### config.mk
export PLATFORM = sky130hd
export DESIGN_NAME = palette_bank_select_access
export DESIGN_NICKNAME = d
export VERILOG_FILES = /design/src/verilog/palette_bank_pkg.sv /design/src/verilog/palette_bank_select_access.sv
export VERILOG_INCLUDE_DIRS = /design/src /design/src/verilog
export SDC_FILE = /design/constraint.sdc
export NUM_CORES = 1
export LEC_CHECK = 0
export BUFFER_PORTS_ARGS = -buffer_cell sky130_fd_sc_hd__buf_2
export CORE_ASPECT_RATIO = 0.75
export CORE_UTILIZATION = 54
export CTS_CLUSTER_SIZE = 14
export DETAILED_ROUTE_END_ITERATION = 8
export PLACE_DENSITY = 0.81
export SLEW_MARGIN = 20
export SYNTH_ARGS = -nofsm -noshare
export SYNTH_HDL_FRONTEND = slang
export SYNTH_SLANG_ARGS = --single-unit
### constraint.sdc
create_clock -name clock -period 2 [get_ports clock]
set_input_delay 0.3 -clock clock [delete_from_list [all_inputs] [get_ports clock]]
set_output_delay 0.3 -clock clock [all_outputs]
set_load 0.02 [all_outputs]
### src/verilog/palette_bank_params.svh
// palette bank select / data window constants
// assumes a 32-bit AXI4-Lite register map, byte addresses
`ifndef PALETTE_BANK_PARAMS_SVH
`define PALETTE_BANK_PARAMS_SVH
`define PAL_IDX_ADDR        4'h5
`define PAL_IDX_BANK        4'h6
`define PAL_IDX_DATA        4'h7
`define PAL_IDX_MODE        4'h8
`define PAL_OFF_ADDR        8'h54
`define PAL_OFF_BANK        8'h58
`define PAL_OFF_DATA        8'h5c
`define PAL_OFF_MODE        8'h60
`define PAL_RESET_ADDR      6'h00
`define PAL_RESET_BANK      6'h00
`define PAL_RESET_MODE      3'h0
`define PAL_RESP_OKAY       2'h0
`define PAL_RESP_SLVERR     2'h2
`endif

### src/verilog/palette_bank_pkg.sv
// types for the palette access block
// assumes palette_bank_params.svh constants alongside
package palette_bank_pkg;
  typedef enum logic [1:0] {
    SEL_AUTO  = 2'b00,
    SEL_RED   = 2'b01,
    SEL_GREEN = 2'b10,
    SEL_BLUE  = 2'b11
  } table_select_type;
  typedef enum logic [1:0] {
    DEPTH_1BPP = 2'b00,
    DEPTH_2BPP = 2'b01,
    DEPTH_4BPP = 2'b10
  } depth_type;
  typedef struct packed {
    logic [3:0] red;
    logic [3:0] green;
    logic [3:0] blue;
  } color_type;
  typedef struct packed {
    logic [1:0] red;
    logic [1:0] green;
    logic [1:0] blue;
  } bank_type;
endpackage

### src/verilog/palette_bank_select_access.sv
// palette tables with bank select, address pointer and data window on AXI4-Lite
// assumes one clock; pixel pipeline presents pixel value and takes colour a cycle later
//
// Behaviour
// - in 2 bpp colour, red bank field picks one of four 4-entry red banks
// - in 2 bpp colour or gray, green bank field picks green bank of four
// - in 2 bpp colour, blue bank field picks one of four 4-entry blue banks
// - at 4 bpp bank fields ignored, pixel indexes full 16 entries
// - one data register is read/write window into the three tables
// - window carries 4-bit value in bits 3..0, upper bits unused
// - window entry is the one chosen by the address register
// - each cycle with a window read or byte-lane-0 window write advances pointer once, unless address written; interleaved order red, green, blue
// - select field: 00 interleaved, 01 red, 10 green/gray, 11 blue
// - in interleaved mode, address write points at red of written index
`timescale 1ns/100ps
`include "palette_bank_params.svh"
module palette_bank_select_access
  import palette_bank_pkg::*;
(
  input  wire logic        clock,
  input  wire logic        rst,
  input  wire logic [7:0]  s_axi_awaddr,
  input  wire logic        s_axi_awvalid,
  output logic             s_axi_awready,
  input  wire logic [31:0] s_axi_wdata,
  input  wire logic [3:0]  s_axi_wstrb,
  input  wire logic        s_axi_wvalid,
  output logic             s_axi_wready,
  output logic [1:0]       s_axi_bresp,
  output logic             s_axi_bvalid,
  input  wire logic        s_axi_bready,
  input  wire logic [7:0]  s_axi_araddr,
  input  wire logic        s_axi_arvalid,
  output logic             s_axi_arready,
  output logic [31:0]      s_axi_rdata,
  output logic [1:0]       s_axi_rresp,
  output logic             s_axi_rvalid,
  input  wire logic        s_axi_rready,
  input  wire logic [3:0]  pixelValue,
  output color_type        pixelColor
);
  logic [3:0]       redTable   [16];
  logic [3:0]       greenTable [16];
  logic [3:0]       blueTable  [16];
  logic [5:0]       addrReg_q, addrReg_d;
  logic [1:0]       phase_q, phase_d;
  logic [5:0]       bankReg_q, bankReg_d;
  logic [2:0]       modeReg_q, modeReg_d;
  logic             awHeld_q, awHeld_d;
  logic [7:0]       awAddr_q, awAddr_d;
  logic             wHeld_q, wHeld_d;
  logic [31:0]      wData_q, wData_d;
  logic [3:0]       wStrb_q, wStrb_d;
  logic             bValid_q, bValid_d;
  logic [1:0]       bResp_q, bResp_d;
  logic             rValid_q, rValid_d;
  logic [31:0]      rData_q, rData_d;
  logic [1:0]       rResp_q, rResp_d;
  color_type        pixelColor_q, pixelColor_d;
  logic             doWrite, doRead, winWrite, winAccess;
  logic [1:0]       curSel;
  logic [1:0]       curTable;
  logic [3:0]       curIndex;
  bank_type         banks;
  depth_type        depth;
  logic             grayMode;

  // map a pixel value into a table index through a bank field
  function automatic logic [3:0] bankIndex(input depth_type d, input logic [1:0] bank, input logic [3:0] pix);
    case (d)
      DEPTH_1BPP: bankIndex = {1'b0, bank, pix[0]};
      DEPTH_2BPP: bankIndex = {bank, pix[1:0]};
      default:    bankIndex = pix;
    endcase
  endfunction

  assign curSel   = addrReg_q[5:4];
  assign curIndex = addrReg_q[3:0];
  assign banks    = bankReg_q;
  assign depth    = depth_type'(modeReg_q[1:0]);
  assign grayMode = modeReg_q[2];
  // table that the window currently reaches
  assign curTable = (curSel == SEL_AUTO) ? phase_q : curSel;

  assign s_axi_awready = !awHeld_q;
  assign s_axi_wready  = !wHeld_q;
  assign s_axi_arready = !rValid_q;
  assign s_axi_bvalid  = bValid_q;
  assign s_axi_bresp   = bResp_q;
  assign s_axi_rvalid  = rValid_q;
  assign s_axi_rdata   = rData_q;
  assign s_axi_rresp   = rResp_q;
  assign pixelColor    = pixelColor_q;

  assign doWrite   = awHeld_q && wHeld_q && !bValid_q;
  assign doRead    = s_axi_arvalid && !rValid_q;
  assign winWrite  = doWrite && awAddr_q == `PAL_OFF_DATA && wStrb_q[0];
  assign winAccess = winWrite || (doRead && s_axi_araddr == `PAL_OFF_DATA);

  always_comb begin
    awHeld_d = awHeld_q;
    awAddr_d = awAddr_q;
    wHeld_d  = wHeld_q;
    wData_d  = wData_q;
    wStrb_d  = wStrb_q;
    bValid_d = bValid_q;
    bResp_d  = bResp_q;
    rValid_d = rValid_q;
    rData_d  = rData_q;
    rResp_d  = rResp_q;
    addrReg_d = addrReg_q;
    phase_d   = phase_q;
    bankReg_d = bankReg_q;
    modeReg_d = modeReg_q;
    if (s_axi_awvalid && !awHeld_q) begin
      awHeld_d = 1'b1;
      awAddr_d = s_axi_awaddr;
    end
    if (s_axi_wvalid && !wHeld_q) begin
      wHeld_d = 1'b1;
      wData_d = s_axi_wdata;
      wStrb_d = s_axi_wstrb;
    end
    if (bValid_q && s_axi_bready) begin
      bValid_d = 1'b0;
    end
    if (doWrite) begin
      awHeld_d = 1'b0;
      wHeld_d  = 1'b0;
      bValid_d = 1'b1;
      bResp_d  = `PAL_RESP_OKAY;
      case (awAddr_q)
        `PAL_OFF_ADDR: begin
          if (wStrb_q[0]) begin
            addrReg_d = wData_q[5:0];
            phase_d   = SEL_RED;
          end
        end
        `PAL_OFF_BANK: begin
          if (wStrb_q[0]) bankReg_d = wData_q[5:0];
        end
        `PAL_OFF_DATA: begin
        end
        `PAL_OFF_MODE: begin
          if (wStrb_q[0]) modeReg_d = wData_q[2:0];
        end
        default: bResp_d = `PAL_RESP_SLVERR;
      endcase
    end
    if (rValid_q && s_axi_rready) begin
      rValid_d = 1'b0;
    end
    if (doRead) begin
      rValid_d = 1'b1;
      rResp_d  = `PAL_RESP_OKAY;
      case (s_axi_araddr)
        `PAL_OFF_ADDR: rData_d = {26'h0, addrReg_q};
        `PAL_OFF_BANK: rData_d = {26'h0, bankReg_q};
        `PAL_OFF_MODE: rData_d = {29'h0, modeReg_q};
        `PAL_OFF_DATA: begin
          case (curTable)
            SEL_RED:  rData_d = {28'h0, redTable[curIndex]};
            SEL_BLUE: rData_d = {28'h0, blueTable[curIndex]};
            default:  rData_d = {28'h0, greenTable[curIndex]};
          endcase
        end
        default: begin
          rData_d = 32'h0;
          rResp_d = `PAL_RESP_SLVERR;
        end
      endcase
    end
    // pointer advance; an address write in the same cycle wins
    if (winAccess && !(doWrite && awAddr_q == `PAL_OFF_ADDR)) begin
      if (curSel == SEL_AUTO) begin
        if (phase_q == SEL_BLUE) begin
          phase_d   = SEL_RED;
          addrReg_d = {curSel, curIndex + 4'h1};
        end else begin
          phase_d = phase_q + 2'h1;
        end
      end else begin
        addrReg_d = {curSel, curIndex + 4'h1};
      end
    end
  end

  always_comb begin
    pixelColor_d.red   = redTable[bankIndex(depth, banks.red, pixelValue)];
    pixelColor_d.green = greenTable[bankIndex(depth, banks.green, pixelValue)];
    pixelColor_d.blue  = blueTable[bankIndex(depth, banks.blue, pixelValue)];
    if (grayMode) begin
      pixelColor_d.red  = pixelColor_d.green;
      pixelColor_d.blue = pixelColor_d.green;
    end
  end

  always_ff @(posedge clock) begin
    if (winWrite) begin
      case (curTable)
        SEL_RED:  redTable[curIndex]   <= wData_q[3:0];
        SEL_BLUE: blueTable[curIndex]  <= wData_q[3:0];
        default:  greenTable[curIndex] <= wData_q[3:0];
      endcase
    end
  end

  always_ff @(posedge clock) begin
    if (rst) begin
      awHeld_q  <= 1'b0;
      awAddr_q  <= 8'h00;
      wHeld_q   <= 1'b0;
      wData_q   <= 32'h0;
      wStrb_q   <= 4'h0;
      bValid_q  <= 1'b0;
      bResp_q   <= `PAL_RESP_OKAY;
      rValid_q  <= 1'b0;
      rData_q   <= 32'h0;
      rResp_q   <= `PAL_RESP_OKAY;
      addrReg_q <= `PAL_RESET_ADDR;
      phase_q   <= SEL_RED;
      bankReg_q <= `PAL_RESET_BANK;
      modeReg_q <= `PAL_RESET_MODE;
      pixelColor_q <= '0;
    end else begin
      awHeld_q  <= awHeld_d;
      awAddr_q  <= awAddr_d;
      wHeld_q   <= wHeld_d;
      wData_q   <= wData_d;
      wStrb_q   <= wStrb_d;
      bValid_q  <= bValid_d;
      bResp_q   <= bResp_d;
      rValid_q  <= rValid_d;
      rData_q   <= rData_d;
      rResp_q   <= rResp_d;
      addrReg_q <= addrReg_d;
      phase_q   <= phase_d;
      bankReg_q <= bankReg_d;
      modeReg_q <= modeReg_d;
      pixelColor_q <= pixelColor_d;
    end
  end
endmodule

==> impl_metrics.toml, run 1 <==
[global_routing]
grt_pass1_wl_um = 48700
gr-total-overflow = 0
first_global_vias = 8052
grt_usage_pct = 29.1
antenna_found_initial = 0
grt_max_degree = 34

[critical_path]
r2r_slack_ns = -0.1
worstSetupEndpointType = "flop"
worstPathRequired_ns = 2.45
rr_worst_depth = 10
cp_max_fo = 7
cp_slowest_stage_delay_ns = 0.42
r2r-end = "s_axi_rdata[3]$_SDFFE_PP0P_"
critPathKind = "flop to flop"
start_kind = "flop"
reg2reg_from = "addrReg_q[0]$_SDFF_PP0_"
worstPathCellList = "buf_12, buf_16, buf_4, nor2_1, buf_4, a22oi_2, a31oi_1, a31oi_1, nand4_1, a221oi_2"
path_buf_inv = 4
crit_family = "compound AO/OA/AOI/OAI gates"
cp.arrival_ns = 2.54
cp_slowest_cell = "dfxtp_4"

[finish]
final_cell_mix = "edfxtp_1, buf_4, nor2_1"
post-route-cell-area_um2 = 15000
drive_gt1_share_pct = 41.2
diodes = 0
utilization_pct = 70.1
area_growth_pct = 25.4
final_common_cell = "edfxtp_1"
fin_cells = 1349
finish.net_count = 1112

[pwr]
fin_total_pwr_mw = 10.7
leakage_nw = 5.42
max-vdd-ir-drop_mv = 0.828
p_per_area_nw_per_um2 = 712

[detailed_routing]
ant_nets = 0
via_per_inst = 6.47
met2_length_um = 15200
drt_wl_total_um = 33900
highest_layer = "met4"
drc_errors = 0
drt-met1-wl_um = 13100
firstDrtPassIters = 7
drtIter0Drc = 1280
wl_per_cell_um = 25.1
route.vias.total = 8726
wl_met3_um = 4350

[min_path]
whs_path_depth = 3
hold_path_end = "wData_q[4]$_SDFFE_PP0P_"
hp-class = "input pin to flop"
hp-start = "s_axi_wdata[4]"

[synth]
synth_top_area_cell = "edfxtp_1"
synth_edf_count = 192
avgSynthCellArea_um2 = 14.4
ys_seq_area_share_pct = 57.4
yosysTopAreaCellShare_pct = 48.1
synth.area.top_cells = "edfxtp_1, mux4_2, dfxtp_1"
ys_ff_latch = 248
synth_ff_type = "edfxtp_1"
syn-cell-area_um2 = 12000
synthCells = 832
ys_types = 62
yosys_warnings = 0
synthArstFlopShare_pct = 0

[status]
status = "complete, but fails checks"
failed_checks = "negative setup slack"

[job]
drv_cap = 0

[clock_tree]
cts_tree = "done"
numClockSinks = 248
cts.path.max_buffers = 3
clkTransAtPathRegs_ns = 0.06
insertion_delay_ns = 0.53
clock-root-buffer = "clkbuf_16"
cts_htree_levels = 1
cts_inserted_buffers = 24

[sta]
final_hold_viol_count = 0
relSlewSlack_pct = 40.6
setup_slack_ns = -0.0966
fin_crit_sh_pct = 105
setup_violations = 16
rsz0062_at_grt = "true"
max_freq_mhz = 477
min_period_ns = 2.10
finClkSkew_ns = 0.0200
fin_hold_ws_ns = 0.00557
slew_viol_final = 0
worstMarginPinSlew_ns = 0.890
setup_tns_ns = -0.641

[place]
dpl_worst_slack_ns = -0.220
io_buffer_count = 58
dp_hpwl_um = 22800
dpl_cell_area_um2 = 13500
gp_congestion = 0.991
placedCellCount = 1273

[floorplanning]
coreArea_um2 = 21500
pin_count = 116
die_h_um = 131
initial_core_util_pct = 55.9
rows = 46
die-area_um2 = 22800
fp.dieW_um = 174
[area by class of cell]
type / instances / area, um^2
clock inverter: 5 / 50.0
inverter: 11 / 45.0
sequential: 248 / 6910
multi-input combinational: 526 / 5040
timing repair buffer: 232 / 1910
tap: 288 / 360
fill: 1319 / 6420
clock buffer: 39 / 744
[cells in the mapped netlist (3+ instances only)]
master and instances:
a211oi_1 10, a21oi_1 18, a21oi_2 3, a221oi_1 4, a22o_1 6, a22oi_1 13
a31oi_1 8, and2_1 4, and3_1 3, and4_1 4, buf_2 14, buf_4 33
buf_6 6, clkbuf_1 20, dfxtp_1 56, edfxtp_1 192, ha_1 6, inv_1 11
mux2_2 24, mux2i_1 50, mux4_2 85, nand2_1 53, nand2b_1 8, nand3_1 26
nand4_1 3, nor2_1 90, nor2b_1 14, nor3_1 6, o21a_1 4, o21ai_0 8
o22ai_1 8, or3_1 3
[what timing repair did]
item | CTS | global route
cloned | 3 | 1
setup buffers | 9 | 17
pin swaps | 8 | 16
setup endpoints to repair | 88 | 59
resized for setup | 44 | 40
hold endpoints to repair | 4 | 0
hold buffers | 4 | 0
[power breakdown]
group          total [mW]  switching [mW]  leakage (nW)  internal [mW]
Combinational       0.536           0.320          2.79          0.216
Sequential           5.61          0.0328          2.23           5.58
Clock                4.56            1.89         0.400           2.67
Total                10.7            2.25          5.42           8.46
[layer usage]
metal,global-route usage (%),vias up
met5,0,-
met4,9.49,0
met3,6.89,112
met2,44.5,683
met1,41.5,4305
li1,-,3626
[registers in the layout, indices dropped and copies added (netlist names)]
name,flops
blueTable,64
greenTable,64
redTable,64
pixelColor,12
awAddr_q,8
addrReg_q,6
bankReg_q,6
s_axi_rdata,6
wData_q,6
modeReg_q,3
phase_q,2
awHeld_q,1
s_axi_bresp,1
s_axi_bvalid,1
s_axi_rresp,1
s_axi_rvalid,1
wHeld_q,1
wStrb_q,1
[logic make-up (layout without fill, tap and decap cells)]
group,count (synthesis),count (layout),share of synthesized area [%]
simple gates,233,233,9.41
fa+ha+maj,6,6,0.626
flops,248,248,57.4
other cells,1,28,0.0313
buf+inv,85,287,4.24
mux,159,159,22.4
compound gates,100,100,5.92
[worst max path at each step]
stage	startpoint	to	cells after the start
floorplan	modeReg_q[1]$_SDFFE_PP0P_	pixelColor[10]$_SDFF_PP0_	7
global placement	s_axi_araddr[1]	s_axi_rdata[1]$_SDFFE_PP0P_	6
detailed placement	s_axi_araddr[1]	s_axi_rdata[1]$_SDFFE_PP0P_	6
CTS	modeReg_q[1]$_SDFFE_PP0P_	pixelColor[2]$_SDFF_PP0_	8
global route	addrReg_q[0]$_SDFF_PP0_	s_axi_rdata[1]$_SDFFE_PP0P_	7
finish	addrReg_q[0]$_SDFF_PP0_	s_axi_rdata[3]$_SDFFE_PP0P_	10
[worst reg2reg max path: stages, from the launching register on]
cell and delay, ns:
dfxtp_4 0.42, buf_12 0.12, buf_16 0.13, buf_4 0.13
nor2_1 0.06, buf_4 0.16, a22oi_2 0.16, a31oi_1 0.13
a31oi_1 0.24, nand4_1 0.18, a221oi_2 0.28
(Power assumes the default switching activity.)
==> run 2: changes to the inputs <==
--- a/config.mk
+++ b/config.mk
@@ -8,10 +8,10 @@
 export LEC_CHECK = 0
 export BUFFER_PORTS_ARGS = -buffer_cell sky130_fd_sc_hd__buf_2
 export CORE_ASPECT_RATIO = 0.75
-export CORE_UTILIZATION = 54
+export CORE_UTILIZATION = 59
 export CTS_CLUSTER_SIZE = 14
 export DETAILED_ROUTE_END_ITERATION = 8
-export PLACE_DENSITY = 0.81
+export PLACE_DENSITY = 0.84
 export SLEW_MARGIN = 20
 export SYNTH_ARGS = -nofsm -noshare
 export SYNTH_HDL_FRONTEND = slang
==> constraint.sdc (replaced) <==
create_clock -name clock -period 2.5 [get_ports clock]
set_input_delay 0.375 -clock clock [delete_from_list [all_inputs] [get_ports clock]]
set_output_delay 0.375 -clock clock [all_outputs]
set_load 0.02 [all_outputs]
==> run 2 against run 1 <==
The run now ends clean; global-route usage rose by 0.58 points; largest cell class unchanged; critical path depth shrank 2; combinational power is 32% lower; maximum frequency decreased by 13%; hold slack gained 0.067 ns; design area fell by 10%; total power fell by 25%.
==> impl_metrics.toml, run 2 (synthesized netlist as in run 1, its figures left out) <==
[status]
status = "completed"

[sta]
setup_slack_ns = 0.0945
min_period_ns = 2.41
slew_viol_final = 0
worstMarginPinSlew_ns = 0.861
finClkSkew_ns = 0.0194
relSlewSlack_pct = 41.8
setup_tns_ns = 0
rsz0062_at_grt = "false"
max_freq_mhz = 416
fin_crit_sh_pct = 96.2
final_hold_viol_count = 0
setup_violations = 0

[clock_tree]
cts.path.max_buffers = 3
cts-hold-fix-buffers = 0
ctsResizeCount = 0
cts_inserted_buffers = 23
insertion_delay_ns = 0.52
cts_tree = "done"
clkTransAtPathRegs_ns = 0.06
cts_setup_buffers = 0
cts_htree_levels = 1
clock-root-buffer = "clkbuf_16"
numClockSinks = 248

[global_routing]
grtUsageMet3_pct = 6.43
grt_max_degree = 52
grtUsageMet2_pct = 44.3
gr-total-overflow = 0
antenna_found_initial = 0
gr-max-usage-layer = "met2"
grt_usage_pct = 29.6
grt_pass1_wl_um = 46100
first_global_vias = 7753
met1_usage_pct = 43.7

[pwr]
max-vdd-ir-drop_mv = 0.864
fin_total_pwr_mw = 8.03
leakage_nw = 4.64
p_sw_mw = 1.69
pwr-share-clk_pct = 39.4
p_int_mw = 6.34
seqPwrFrac_pct = 56.0
p_comb_share_pct = 4.6
switching_share_pct = 21.1
p_per_area_nw_per_um2 = 595

[floorplanning]
coreArea_um2 = 19700
fp.dieW_um = 167
die_h_um = 126
rows = 44
initial_core_util_pct = 61.1
pin_count = 116
die-area_um2 = 20900

[critical_path]
critPathLaunch = "addrReg_q[3]$_SDFF_PP0_"
cp_max_fo = 9
cp-endpoint = "s_axi_rdata[3]$_SDFFE_PP0P_"
r2r-end = "s_axi_rdata[3]$_SDFFE_PP0P_"
start_kind = "flop"
cp.arrival_ns = 2.75
r2r_slack_ns = 0.09
worstPathRequired_ns = 2.85
worstSetupEndpointType = "flop"
rr_worst_depth = 8
reg2reg_from = "addrReg_q[3]$_SDFF_PP0_"
critPathKind = "flop to flop"

[detailed_routing]
drc_errors = 0
ant_nets = 0
wl_per_cell_um = 25.3
route.vias.total = 7969
drtIter0Drc = 1121
drt_wl_total_um = 30500
firstDrtPassIters = 7
via_per_inst = 6.62

[finish]
final_common_cell = "edfxtp_1"
post-route-cell-area_um2 = 13500
drive_gt1_share_pct = 30.4
final_cell_mix = "edfxtp_1, nor2_1, mux4_2"
area_growth_pct = 12.5
reg.largest.list = "blueTable: 64 flops, greenTable: 64 flops, redTable: 64 flops"
fill_cells = 1289
finish.net_count = 1007
diodes = 0

[place]
gp_congestion = 0.940
dp_hpwl_um = 21800
io_buffer_count = 58
dpl_worst_slack_ns = 0.0301
dpl_cell_area_um2 = 12800

[min_path]
hp-class = "input pin to flop"
whs_path_depth = 2

[job]
drv_cap = 0
==> run 2: cell type report <==
class / instances / area [um^2] / area share (%)
clock buffers: 31 / 619 / 4.59
clock inverters: 7 / 36.3 / 0.269
inverters: 11 / 41.3 / 0.306
multi-input cells: 526 / 4700 / 34.8
flip-flops and latches: 248 / 6890 / 51.0
well taps: 253 / 317 / 2.34
repair buffers: 128 / 893 / 6.62
==> run 2: worst max-delay path: stages, from the launching register on <==
cell and delay, ns:
dfxtp_1 0.62, buf_4 0.28, nor2b_1 0.38, buf_4 0.22, nand2_1 0.05, a31oi_1 0.36, a31oi_1 0.10, nand4_1 0.15
a221oi_1 0.09
==> run 2: power groups by stage <==
stage                     logic [mW]  clock network (mW)  registers, mW
final                          0.367                3.16           4.50
after global routing           0.394                3.35           4.50
after CTS                      0.365                3.20           4.50
after detailed placement       0.363                   0           4.59
after global placement         0.355                   0           4.59
after floorplan                0.231                   0           4.62
==> run 2: stage by stage <==
| stage | instances | util, % | hold WS [ns] |
|---|---|---|---|
| floorplan | 859 | - | 0.444 |
| global placement | 1166 | 65.4 | 0.461 |
| detailed placement | 1166 | 65.4 | 0.465 |
| CTS | 1204 | 68.7 | 0.0635 |
| global route | 1204 | 68.7 | 0.0824 |
| finish | 1204 | 68.7 | 0.0727 |
==> run 2: worst min-delay path by stage <==
stage / startpoint / end / slack (ns)
after floorplan: wData_q[5]$_SDFFE_PP0P_ / addrReg_q[5]$_SDFFE_PP0P_ / 0.44
after global placement: s_axi_rresp[1]$_SDFFE_PP0P_ / s_axi_rresp[1]$_SDFFE_PP0P_ / 0.46
after detailed placement: s_axi_rresp[1]$_SDFFE_PP0P_ / s_axi_rresp[1]$_SDFFE_PP0P_ / 0.47
after CTS: s_axi_awvalid / awHeld_q$_SDFFE_PP0P_ / 0.06
after global routing: s_axi_awvalid / awHeld_q$_SDFFE_PP0P_ / 0.08
final: s_axi_awvalid / awHeld_q$_SDFFE_PP0P_ / 0.07
==> run 2: layer usage <==
metal / share of wire, % / wire length, um
met1: 40 / 12300
met2: 45 / 13700
met3: 11 / 3410
met4: 3.4 / 1050
met5: 0.18 / 54
